===== config.mk =====
export PLATFORM = sky130hd
export DESIGN_NAME = bridge_memory_window_regs
export DESIGN_NICKNAME = d
export VERILOG_FILES = /design/src/bridge_window_pkg.sv /design/src/bridge_memory_window_regs.sv
export SDC_FILE = /design/constraint.sdc
export NUM_CORES = 1
export LEC_CHECK = 0
export ABC_CLOCK_PERIOD_IN_PS = 3740
export BUFFER_PORTS_ARGS = -buffer_cell sky130_fd_sc_hd__buf_4
export CORE_UTILIZATION = 54
export DETAILED_ROUTE_END_ITERATION = 8
export HOLD_SLACK_MARGIN = 0.15
export PLACE_DENSITY = 0.92
export SLEW_MARGIN = 20
export SYNTH_ARGS = -nofsm -noshare
export SYNTH_HDL_FRONTEND = slang
export SYNTH_SLANG_ARGS = --single-unit

===== constraint.sdc =====
create_clock -name clk -period 3.74 [get_ports clk]
set_clock_uncertainty 0.1 [all_clocks]
set_input_delay 0 -clock clk [delete_from_list [all_inputs] [get_ports clk]]
set_output_delay 0 -clock clk [all_outputs]
set_load 0.005 [all_outputs]

===== src/bridge_window_pkg.sv =====
// Purpose: shared constants and types for the bridge memory window registers
// Assumes: 32-bit APB data, byte addresses equal the register offsets
// Notes: the address-decode outputs are consumed by the packet routing logic
`default_nettype none
package bridge_window_pkg;
    localparam logic [7:0] nonpref_window_off = 8'h20;
    localparam logic [7:0] pref_window_off = 8'h24;
    localparam logic [7:0] pref_bottom_high_off = 8'h28;
    localparam logic [7:0] pref_top_high_off = 8'h2c;
    localparam int bottom_lsb = 4;
    localparam int bottom_msb = 15;
    localparam int top_lsb = 20;
    localparam int top_msb = 31;
    localparam int ind_base_lsb = 0;
    localparam int ind_top_lsb = 16;
    localparam logic [3:0] addr64_indicator = 4'h1;
    localparam logic [3:0] reserved_value = 4'h0;
    localparam logic [11:0] field_reset = 12'h000;
    localparam logic [31:0] high_reset = 32'h00000000;
    localparam logic [19:0] bottom_fill = 20'h00000;
    localparam logic [19:0] top_fill = 20'hfffff;

    typedef struct packed {
        logic [31:0] bottom;
        logic [31:0] top;
    } window32_t;

    typedef struct packed {
        logic [63:0] bottom;
        logic [63:0] top;
    } window64_t;

    typedef struct packed {
        logic [7:0] paddr;
        logic psel;
        logic penable;
        logic pwrite;
        logic [31:0] pwdata;
        logic [3:0] pstrb;
    } apb_req_t;

    typedef struct packed {
        logic [31:0] prdata;
        logic pready;
        logic pslverr;
    } apb_rsp_t;
endpackage
`default_nettype wire


===== src/bridge_memory_window_regs.sv =====
// Purpose: base and limit registers of the two bridge memory windows, with address match
// Assumes: APB slave, zero wait states, inputs synchronous to clk
// Notes: unmapped addresses read zero and answer without error; writes there are dropped
`default_nettype none

// Summary of operation
// - non-prefetch bottom field bits 15:4 writable
// - non-prefetch bottom low 20 bits zero
// - non-prefetch top bits 31:20, low ones
// - non-prefetch window decides memory forwarding
// - prefetch low nibbles read 1h, read-only
// - prefetch bottom bits 15:4, low zero
// - prefetch top bits 31:20, low FFFFFh
// - upper 32 bits of prefetch bottom
// - prefetch window decides memory forwarding
// - writable fields reset to zero
// - upper 32 bits of prefetch top
module bridge_memory_window_regs (
    input wire logic clk,
    input wire logic rst_b,
    input wire bridge_window_pkg::apb_req_t apb_req,
    output bridge_window_pkg::apb_rsp_t apb_rsp,
    input wire logic [63:0] txn_addr,
    input wire logic txn_is_64,
    output logic hit_nonpref,
    output logic hit_pref,
    output logic forward_hit,
    output bridge_window_pkg::window32_t nonpref_window,
    output bridge_window_pkg::window64_t pref_window
);

    logic [11:0] nonpref_window_bottom;
    logic [11:0] nonpref_window_top;
    logic [11:0] pref_window_bottom;
    logic [11:0] pref_window_top;
    logic [31:0] pref_window_bottom_high;
    logic [31:0] pref_window_top_high;
    logic [31:0] next_prdata;
    logic wr_access;
    logic rd_access;

    // merge write data into a word under byte strobes
    function automatic logic [31:0] apply_strobe(
        input logic [31:0] old_word,
        input logic [31:0] new_word,
        input logic [3:0] strb
    );
        logic [31:0] result;
        result = old_word;
        for (int i = 0; i < 4; i++) begin
            if (strb[i]) begin
                result[i*8 +: 8] = new_word[i*8 +: 8];
            end
        end
        return result;
    endfunction

    // image of a base/limit pair word as software sees it
    function automatic logic [31:0] pair_word(
        input logic [11:0] bottom,
        input logic [11:0] top,
        input logic [3:0] nibble
    );
        pair_word = {top, nibble, bottom, nibble};
    endfunction

    assign wr_access = apb_req.psel && apb_req.penable && apb_req.pwrite;
    assign rd_access = apb_req.psel && !apb_req.penable && !apb_req.pwrite;

    // zero wait states: every access completes in its first access cycle
    assign apb_rsp.pready = 1'b1;
    assign apb_rsp.pslverr = 1'b0;

    always_ff @(posedge clk or negedge rst_b) begin
        if (!rst_b) begin
            nonpref_window_bottom <= bridge_window_pkg::field_reset;
            nonpref_window_top <= bridge_window_pkg::field_reset;
        end else if (wr_access && apb_req.paddr == bridge_window_pkg::nonpref_window_off) begin
            logic [31:0] merged;
            merged = apply_strobe(pair_word(nonpref_window_bottom, nonpref_window_top,
                                            bridge_window_pkg::reserved_value),
                                  apb_req.pwdata, apb_req.pstrb);
            nonpref_window_bottom <= merged[bridge_window_pkg::bottom_msb:
                                            bridge_window_pkg::bottom_lsb];
            nonpref_window_top <= merged[bridge_window_pkg::top_msb:
                                         bridge_window_pkg::top_lsb];
        end
    end

    always_ff @(posedge clk or negedge rst_b) begin
        if (!rst_b) begin
            pref_window_bottom <= bridge_window_pkg::field_reset;
            pref_window_top <= bridge_window_pkg::field_reset;
        end else if (wr_access && apb_req.paddr == bridge_window_pkg::pref_window_off) begin
            logic [31:0] merged;
            merged = apply_strobe(pair_word(pref_window_bottom, pref_window_top,
                                            bridge_window_pkg::addr64_indicator),
                                  apb_req.pwdata, apb_req.pstrb);
            pref_window_bottom <= merged[bridge_window_pkg::bottom_msb:
                                         bridge_window_pkg::bottom_lsb];
            pref_window_top <= merged[bridge_window_pkg::top_msb:
                                      bridge_window_pkg::top_lsb];
        end
    end

    always_ff @(posedge clk or negedge rst_b) begin
        if (!rst_b) begin
            pref_window_bottom_high <= bridge_window_pkg::high_reset;
        end else if (wr_access && apb_req.paddr == bridge_window_pkg::pref_bottom_high_off) begin
            pref_window_bottom_high <= apply_strobe(pref_window_bottom_high, apb_req.pwdata,
                                                    apb_req.pstrb);
        end
    end

    always_ff @(posedge clk or negedge rst_b) begin
        if (!rst_b) begin
            pref_window_top_high <= bridge_window_pkg::high_reset;
        end else if (wr_access && apb_req.paddr == bridge_window_pkg::pref_top_high_off) begin
            pref_window_top_high <= apply_strobe(pref_window_top_high, apb_req.pwdata,
                                                 apb_req.pstrb);
        end
    end

    // read mux; captured in setup so prdata is a flop valid in the access cycle
    always_comb begin
        next_prdata = 32'h00000000;
        case (apb_req.paddr)
            bridge_window_pkg::nonpref_window_off: begin
                next_prdata = pair_word(nonpref_window_bottom, nonpref_window_top,
                                        bridge_window_pkg::reserved_value);
            end
            bridge_window_pkg::pref_window_off: begin
                next_prdata = pair_word(pref_window_bottom, pref_window_top,
                                        bridge_window_pkg::addr64_indicator);
            end
            bridge_window_pkg::pref_bottom_high_off: begin
                next_prdata = pref_window_bottom_high;
            end
            bridge_window_pkg::pref_top_high_off: begin
                next_prdata = pref_window_top_high;
            end
            default: begin
                next_prdata = 32'h00000000;
            end
        endcase
    end

    always_ff @(posedge clk or negedge rst_b) begin
        if (!rst_b) begin
            apb_rsp.prdata <= 32'h00000000;
        end else if (rd_access) begin
            apb_rsp.prdata <= next_prdata;
        end
    end

    // decoded windows, registered so the routing side sees clean flops
    always_ff @(posedge clk or negedge rst_b) begin
        if (!rst_b) begin
            nonpref_window <= '0;
            pref_window <= '0;
        end else begin
            nonpref_window.bottom <= {nonpref_window_bottom, bridge_window_pkg::bottom_fill};
            nonpref_window.top <= {nonpref_window_top, bridge_window_pkg::top_fill};
            pref_window.bottom <= {pref_window_bottom_high, pref_window_bottom,
                                   bridge_window_pkg::bottom_fill};
            pref_window.top <= {pref_window_top_high, pref_window_top,
                                bridge_window_pkg::top_fill};
        end
    end

    // a window with bottom above top matches nothing; the reset state forwards addresses 0 to FFFFFh
    // nonpref range match
    always_comb begin
        hit_nonpref = (txn_addr[63:32] == 32'h00000000 || !txn_is_64)
                      && txn_addr[31:0] >= nonpref_window.bottom
                      && txn_addr[31:0] <= nonpref_window.top;
    end

    always_comb begin
        logic [63:0] addr;
        addr = txn_is_64 ? txn_addr : {32'h00000000, txn_addr[31:0]};
        hit_pref = addr >= pref_window.bottom && addr <= pref_window.top;
    end

    assign forward_hit = hit_nonpref || hit_pref;

endmodule // bridge_memory_window_regs
`default_nettype wire


==> results of run 1 <==
## critical path, cell delays in order, from the launching register on
cell and delay, ps:
dfrtp_1 350, inv_1 50, ha_1 300, a21oi_1 150, o21ai_0 130, a221oi_1 670
o221ai_1 320, a211o_1 420, a31oi_1 260, o21bai_1 120, buf_4 150
## placed cells by master (no fill, tap or decap), drive strengths merged, types with 3 or more instances in the layout
cell type and count:
nand3 19, buf 307, clkbuf 32, o21ai 26, and2 31, a211oi 8
or3 4, o211ai 3, and4 3, mux2 112, clkinv 7, nand2 41
dfrtp 257, a21o 11, nor2 27, mux2i 6, nor3 9, mux4 24
conb 43, bufinv 6, dlygate4sd3 60, a31oi 3, inv 125, and3 3
ha 130, nor4 15, a22o 24, nand4 25, a221o 3, a21oi 49
nor2b 5
## worst paths after layout
path / endpoint / slack [ps] / cells after the start / from
min in group asynchronous: pref_window[123] / 550 / 4 / rst_b
hold / removal: pref_window_top_high[2] / 170 / 3 / apb_req[6]
setup reg to reg: apb_rsp[18] / 2090 / 3 / pref_window_bottom_high[16]
setup / recovery: forward_hit / 200 / 10 / pref_window[91]
hold reg to reg: nonpref_window[27] / 290 / 0 / nonpref_window_top[7]
max in group asynchronous: pref_window_top_high[20] / 2470 / 4 / rst_b
## area by class of cell
type | count | area (um2)
diodes | 2 | 5.00
flip-flops and latches | 257 | 6430
well taps | 319 | 399
inverters | 124 | 465
clock buffers | 32 | 734
repair buffers | 367 | 2950
fillers | 1590 | 6750
multi-input cells | 648 | 5700
clock inverters | 16 | 246
## sequential cells by signal, summed over array words and instances (netlist names), 24 cells and up
| register | count |
|---|---|
| apb_rsp | 32 |
| pref_window_top_high | 32 |
| pref_window_bottom_high | 32 |
| nonpref_window | 24 |
| pref_window | 89 |
## timing repair
action,4_1_cts,5_1_grt
gates resized for setup,0,0
endpoints found under the hold margin,401,0
endpoints found under the setup margin,0,0
hold buffers,61,0
## kinds of logic after synthesis
group                    count (synthesis)  synth area share [%]
AO/OA/AOI/OAI                          146                  7.41
XOR/XNOR                                 1                0.0668
adder cells (fa/ha/maj)                131                  12.5
buffers and inverters                  221                  8.68
flip-flops                             257                  49.0
multiplexers                           142                  14.2
other                                    2                0.0573
AND/OR/NAND/NOR                        185                  8.09
## metal layers
layer | routed length (um) | GRT usage, % | vias up
met5 | 0 | 0 | -
met4 | 1720 | 14.4 | 0
met3 | 2460 | 5.28 | 114
met2 | 20700 | 58.6 | 463
met1 | 15100 | 38.7 | 4984
li1 | - | - | 4422
## power groups by stage
stage | combinational, W | clock (W) | sequential [W]
2_1_floorplan | 0.000337 | 0 | 0.00287
3_3_place_gp | 0.000596 | 0 | 0.00287
3_5_place_dp | 0.000618 | 0 | 0.00287
4_1_cts | 0.000672 | 0.00295 | 0.00282
5_1_grt | 0.000752 | 0.00307 | 0.00282
6_report | 0.000681 | 0.00294 | 0.00282
## metrics by stage
stage	instances	power (W)	utilization, %
2_1_floorplan	1126	0.00320	-
3_3_place_gp	1654	0.00346	64.7
3_5_place_dp	1654	0.00349	64.7
4_1_cts	1763	0.00644	71.5
5_1_grt	1765	0.00664	71.5
6_report	1765	0.00644	71.5
## Yosys cell counts (4+ instances only)
| cell | count |
|---|---|
| clkbuf_1 | 9 |
| nor2b_1 | 5 |
| nor3_2 | 5 |
| mux2_2 | 109 |
| or3_1 | 4 |
| a22o_1 | 24 |
| a211oi_1 | 7 |
| nor2_1 | 21 |
| o21ai_0 | 25 |
| a21o_1 | 11 |
| nor2_4 | 6 |
| nor4_1 | 15 |
| mux2i_1 | 6 |
| nand2_1 | 38 |
| inv_1 | 124 |
| dfrtp_1 | 257 |
| ha_1 | 130 |
| nor3_1 | 4 |
| mux4_2 | 24 |
| buf_4 | 81 |
| nand3_1 | 17 |
| a21oi_1 | 48 |
| nand4_1 | 25 |
| buf_2 | 4 |
| and2_1 | 31 |
==> impl_metrics.py, run 1 <==
metrics = {
    "power": {
        "clkPwrFrac_pct": 45.7,
        "p_sw_share_pct": 23.5,
        "p_comb_share_pct": 10.6,
        "power.density_nw_per_um2": 380,
        "leakagePower_nw": 8.54,
        "intPower_w": 0.00493,
        "p_seq_share_pct": 43.7,
        "vdd_drop_max_mv": 0.369,
        "p_sw_w": 0.00151,
    },
    "cells_and_area": {
        "drive_gt1_share_pct": 35.1,
        "area_delta_synth_final_pct": 29.1,
        "fin_area_um2": 16900,
        "final_nets": 1668,
    },
    "placed_design": {
        "placed_cell_area_um2": 15300,
        "gp_congestion": 0.950,
        "post-place-ws_ps": 836,
        "portBuffers": 300,
        "post-dp-hpwl_mm": 28.7,
    },
    "sta": {
        "worstMarginPinSlew_ps": 864,
        "setup_viol": 0,
        "hold_viol_final": 0,
        "layout_setup_ws_ps": 197,
        "slew_headroom_pct": 41.8,
        "max_freq_mhz": 282,
        "final_max_slew_viol_count": 0,
        "setup_tns_ps": 0,
        "rsz0062_at_grt": "no",
        "finalCritPeriodShare_pct": 94.7,
        "hold_slack_ps": 169,
        "period_minus_slack_ps": 3540,
    },
    "synth": {
        "synth_top_area_share_pct": 49.0,
        "synth_cells": 1085,
        "synth.avg_cell_area_um2": 12.1,
        "synth.area.top_cells": "dfrtp_1 (49%), ha_1 (12%), mux2_2 (9.4%)",
        "synth_warnings": 0,
        "synth_edf_count": 0,
        "synth_area_leader_cell": "dfrtp_1",
        "synth-seq-area-share_pct": 49.0,
        "synth-seq-cells": 257,
        "synthDistinctLibCells": 58,
        "synth-async-reset-ratio_pct": 100,
        "synth_area_um2": 13100,
        "synth_ff_type": "dfrtp_1",
    },
    "clocking": {
        "clock_path_buffers": 3,
        "cts_buffers": 26,
        "worstSkewPairLatency_ps": 530,
        "clk_pin_slew_ps": 60,
        "cts_tree": "done",
        "clock_sinks": 257,
        "cts_setup_buffers": 0,
        "cts_root_buf": "clkbuf_16",
        "cts_max_level": 1,
    },
    "critical_path": {
        "cp-end-kind": "primary output",
        "path_max_fanout": 3,
        "crit_arrival_ps": 3440,
        "worstSetupPathType": "reg2out",
        "required_ps": 3640,
        "worst_setup_path_start_kind": "register",
    },
    "floorplan": {
        "die_h_um": 158,
        "die_w_um": 158,
        "die-area_um2": 24900,
        "rows": 56,
        "core_um2": 23700,
        "pin_count": 343,
        "start_util_pct": 55.4,
    },
    "grt": {
        "grt-ovfl-total": 0,
        "grt_max_degree": 97,
        "antenna_found_initial": 2,
        "grt_first_pass_wirelength_mm": 60.4,
        "grtUsageTotal_pct": 32.7,
        "grt_pass1_vias": 10600,
    },
    "outcome": {
        "status": "completed",
    },
    "route": {
        "vias": 9983,
        "drc": 0,
        "wl_per_cell_um": 22.6,
        "dr.first_iter.drc_count": 578,
        "totalWireLength_mm": 40.0,
        "routed_via_density": 5.66,
        "firstDrtPassIters": 5,
        "ant_nets": 0,
    },
    "hold_path": {
        "hold_class": "in2reg",
    },
    "job": {
        "timing.max_cap.violations": 0,
    },
}
No activity file was read; power rests on OpenSTA's default activity.
==> run 2: changes to the inputs <==
--- a/config.mk
+++ b/config.mk
@@ -5,12 +5,13 @@
 export SDC_FILE = /design/constraint.sdc
 export NUM_CORES = 1
 export LEC_CHECK = 0
-export ABC_CLOCK_PERIOD_IN_PS = 3740
+export ABC_CLOCK_PERIOD_IN_PS = 2950
 export BUFFER_PORTS_ARGS = -buffer_cell sky130_fd_sc_hd__buf_4
-export CORE_UTILIZATION = 54
+export CORE_UTILIZATION = 48
+export CTS_BUF_LIST = sky130_fd_sc_hd__clkbuf_8 sky130_fd_sc_hd__clkbuf_16
 export DETAILED_ROUTE_END_ITERATION = 8
 export HOLD_SLACK_MARGIN = 0.15
-export PLACE_DENSITY = 0.92
+export PLACE_DENSITY = 0.88
 export SLEW_MARGIN = 20
 export SYNTH_ARGS = -nofsm -noshare
 export SYNTH_HDL_FRONTEND = slang
==> constraint.sdc (replaced) <==
create_clock -name clk -period 2.95 [get_ports clk]
set_clock_uncertainty 0.1 [all_clocks]
set_input_delay 0 -clock clk [delete_from_list [all_inputs] [get_ports clk]]
set_output_delay 0 -clock clk [all_outputs]
set_load 0.005 [all_outputs]
==> run 2 against run 1 <==
  * The run now ends with negative setup slack left
  * Hold slack got worse by 1.0 ps
  * Sequential share of layout area is 1.1 points lower
  * Via count up 0.21%
  * Die area up 12%
  * Combinational power grew 39%
  * Critical path depth fell by 1
  * Global-route usage shrank 4.6 points
  * Non-clock buffer count is 28 higher
  * Power is 21% higher
  * Highest routed layer unchanged
==> impl_metrics.py, run 2 (synthesized netlist as in run 1, its figures left out) <==
metrics = {
    "placed_design": {
        "portBuffers": 300,
        "dp.cells": 1689,
        "post-dp-hpwl_mm": 29.3,
        "placed_cell_area_um2": 15500,
        "gp_congestion": 0.923,
    },
    "critical_path": {
        "r2r_setup_slack_ps": 1380,
        "crit_path_max_incr_delay_ps": 610,
        "path_max_fanout": 5,
        "worst-r2r-cell-count": 3,
        "r2r_start": "pref_window_bottom_high[0]",
        "cp_slowest_cell": "or4_4",
        "cp-end-kind": "primary output",
        "startpoint": "pref_window[19]",
        "path_delay_family": "simple AND/OR/NAND/NOR gates",
        "setup.worst_path.end": "forward_hit",
        "worst_setup_path_start_kind": "register",
        "r2r-end": "apb_rsp[2]",
        "crit_chain": "inv_4, buf_16, ha_1, nand4_1, or4_4, a41oi_2, o211a_1, o21bai_4, buf_4",
        "cp_num_buf_inv": 3,
        "worstSetupPathType": "reg2out",
        "crit_arrival_ps": 2890,
        "required_ps": 2850,
        "cp.depth": 9,
    },
    "route": {
        "vias": 10000,
        "routed_via_density": 5.53,
        "drc": 0,
        "ant_nets": 0,
        "dr.first_iter.drc_count": 553,
        "totalWireLength_mm": 39.6,
        "firstDrtPassIters": 5,
        "wl_per_cell_um": 21.9,
    },
    "floorplan": {
        "start_util_pct": 48.8,
        "core_um2": 26900,
        "die-area_um2": 28000,
        "rows": 60,
        "pin_count": 343,
        "die_w_um": 167,
        "die_h_um": 167,
    },
    "clocking": {
        "clock_path_buffers": 3,
        "cts_tree": "done",
        "cts_root_buf": "clkbuf_16",
        "clock_sinks": 257,
        "cts_buffers": 25,
        "worstSkewPairLatency_ps": 520,
        "clk_pin_slew_ps": 70,
        "cts_max_level": 1,
    },
    "sta": {
        "hold_viol_final": 0,
        "max_freq_mhz": 335,
        "worstMarginPinSlew_ps": 851,
        "rsz0062_at_grt": "yes",
        "setup_viol": 2,
        "slew_headroom_pct": 43.3,
        "final_max_slew_viol_count": 0,
        "layout_setup_ws_ps": -38.8,
        "finalCritPeriodShare_pct": 101,
        "period_minus_slack_ps": 2990,
    },
    "hold_path": {
        "hold_class": "in2reg",
    },
    "job": {
        "timing.max_cap.violations": 0,
    },
    "outcome": {
        "status": "complete, but fails checks",
        "violations": "negative setup slack",
    },
    "grt": {
        "grt_first_pass_wirelength_mm": 59.8,
        "grtUsageTotal_pct": 28.2,
        "grt_pass1_vias": 10400,
        "antenna_found_initial": 1,
        "grt-ovfl-total": 0,
        "grt_max_degree": 108,
    },
    "power": {
        "power_w": 0.00779,
        "power.density_nw_per_um2": 447,
        "leakagePower_nw": 8.71,
        "vdd_drop_max_mv": 0.397,
    },
    "cells_and_area": {
        "area_delta_synth_final_pct": 32.9,
        "stdcell_count": 1810,
        "largest_reg_flops": 89,
        "drive_gt1_share_pct": 38.9,
        "fin_area_um2": 17400,
        "top_register": "pref_window",
        "layout_commonest_cell": "buf_4",
        "final_nets": 1695,
        "final_cell_mix": "buf_4 (331), dfrtp_1 (256), inv_1 (125), ha_1 (116), mux2_2 (109)",
    },
}
[run 2: cell count changes in the layout (fill, tap and decap cells not counted), moves of 3 or more]
cell | previous run | this run
buf_4 | 304 | 331
ha_1 | 130 | 116
a21oi_2 | 1 | 5
o21ai_0 | 25 | 20
a21oi_1 | 48 | 44
dlygate4sd3_1 | 60 | 54
o21ai_1 | 1 | 5
bufinv_16 | 6 | 3
ha_4 | 0 | 14
[run 2: metal layers]
metal	up-vias	wire length [um]	track usage, %	share of wire, %
met1	5006	15700	35.0	40
met4	0	1450	10.6	3.6
met5	-	0	0	0
met3	96	2410	4.49	6.1
li1	4467	-	-	-
met2	435	20100	49.5	51
[run 2: where the power goes]
part	internal, W	leakage, nW	switching (W)
clock	0.00191	0.424	0.00136
sequential	0.00355	3.58	0.0000218
combinational	0.000453	4.70	0.000492
[run 2: worst min-delay path by stage]
| stage | start | to | slack [ps] | cells after the start |
|---|---|---|---|---|
| after global routing | apb_req[5] | pref_window_top_high[1] | 180 | 3 |
| after detailed placement | rst_b | apb_rsp[27] | 20 | 1 |
| after floorplan | rst_b | apb_rsp[10] | -400 | 0 |
| after global placement | rst_b | apb_rsp[27] | 0.9 | 1 |
| after CTS | apb_req[20] | pref_window_bottom_high[16] | 150 | 3 |
| final | apb_req[20] | pref_window_bottom_high[16] | 170 | 3 |
[run 2: layout make-up]
type,count,area (um2)
Fill cell,1916,9440
Multi-Input combinational cell,648,6020
Timing Repair Buffer,395,3250
Inverter,124,468
Clock buffer,29,681
Sequential cell,257,6430
Antenna cell,1,2.50
Clock inverter,15,159
Tap cell,341,427
[run 2: tightest hold or removal path: cells and delay by family]
family	cells	cell delay, ps
buffers and inverters	2	620
muxes	1	130
[run 2: what timing repair did]
action,CTS,global route
setup buffers,7,11
endpoints found under the setup margin,3,5
hold endpoints to repair,401,0
cloned,4,0
pin swaps,22,24
gates resized for setup,31,25
hold buffers,54,0
[run 2: stage by stage]
step	setup WS, ps	hold slack, ps	TNS (ps)	utilization, %
4_1_cts	-15.5	155	-15.5	64.0
2_1_floorplan	193	-396	0	-
5_1_grt	-161	176	-405	64.9
3_3_place_gp	297	0.872	0	57.5
6_report	-38.8	168	-59.9	64.9
3_5_place_dp	291	20.3	0	57.5
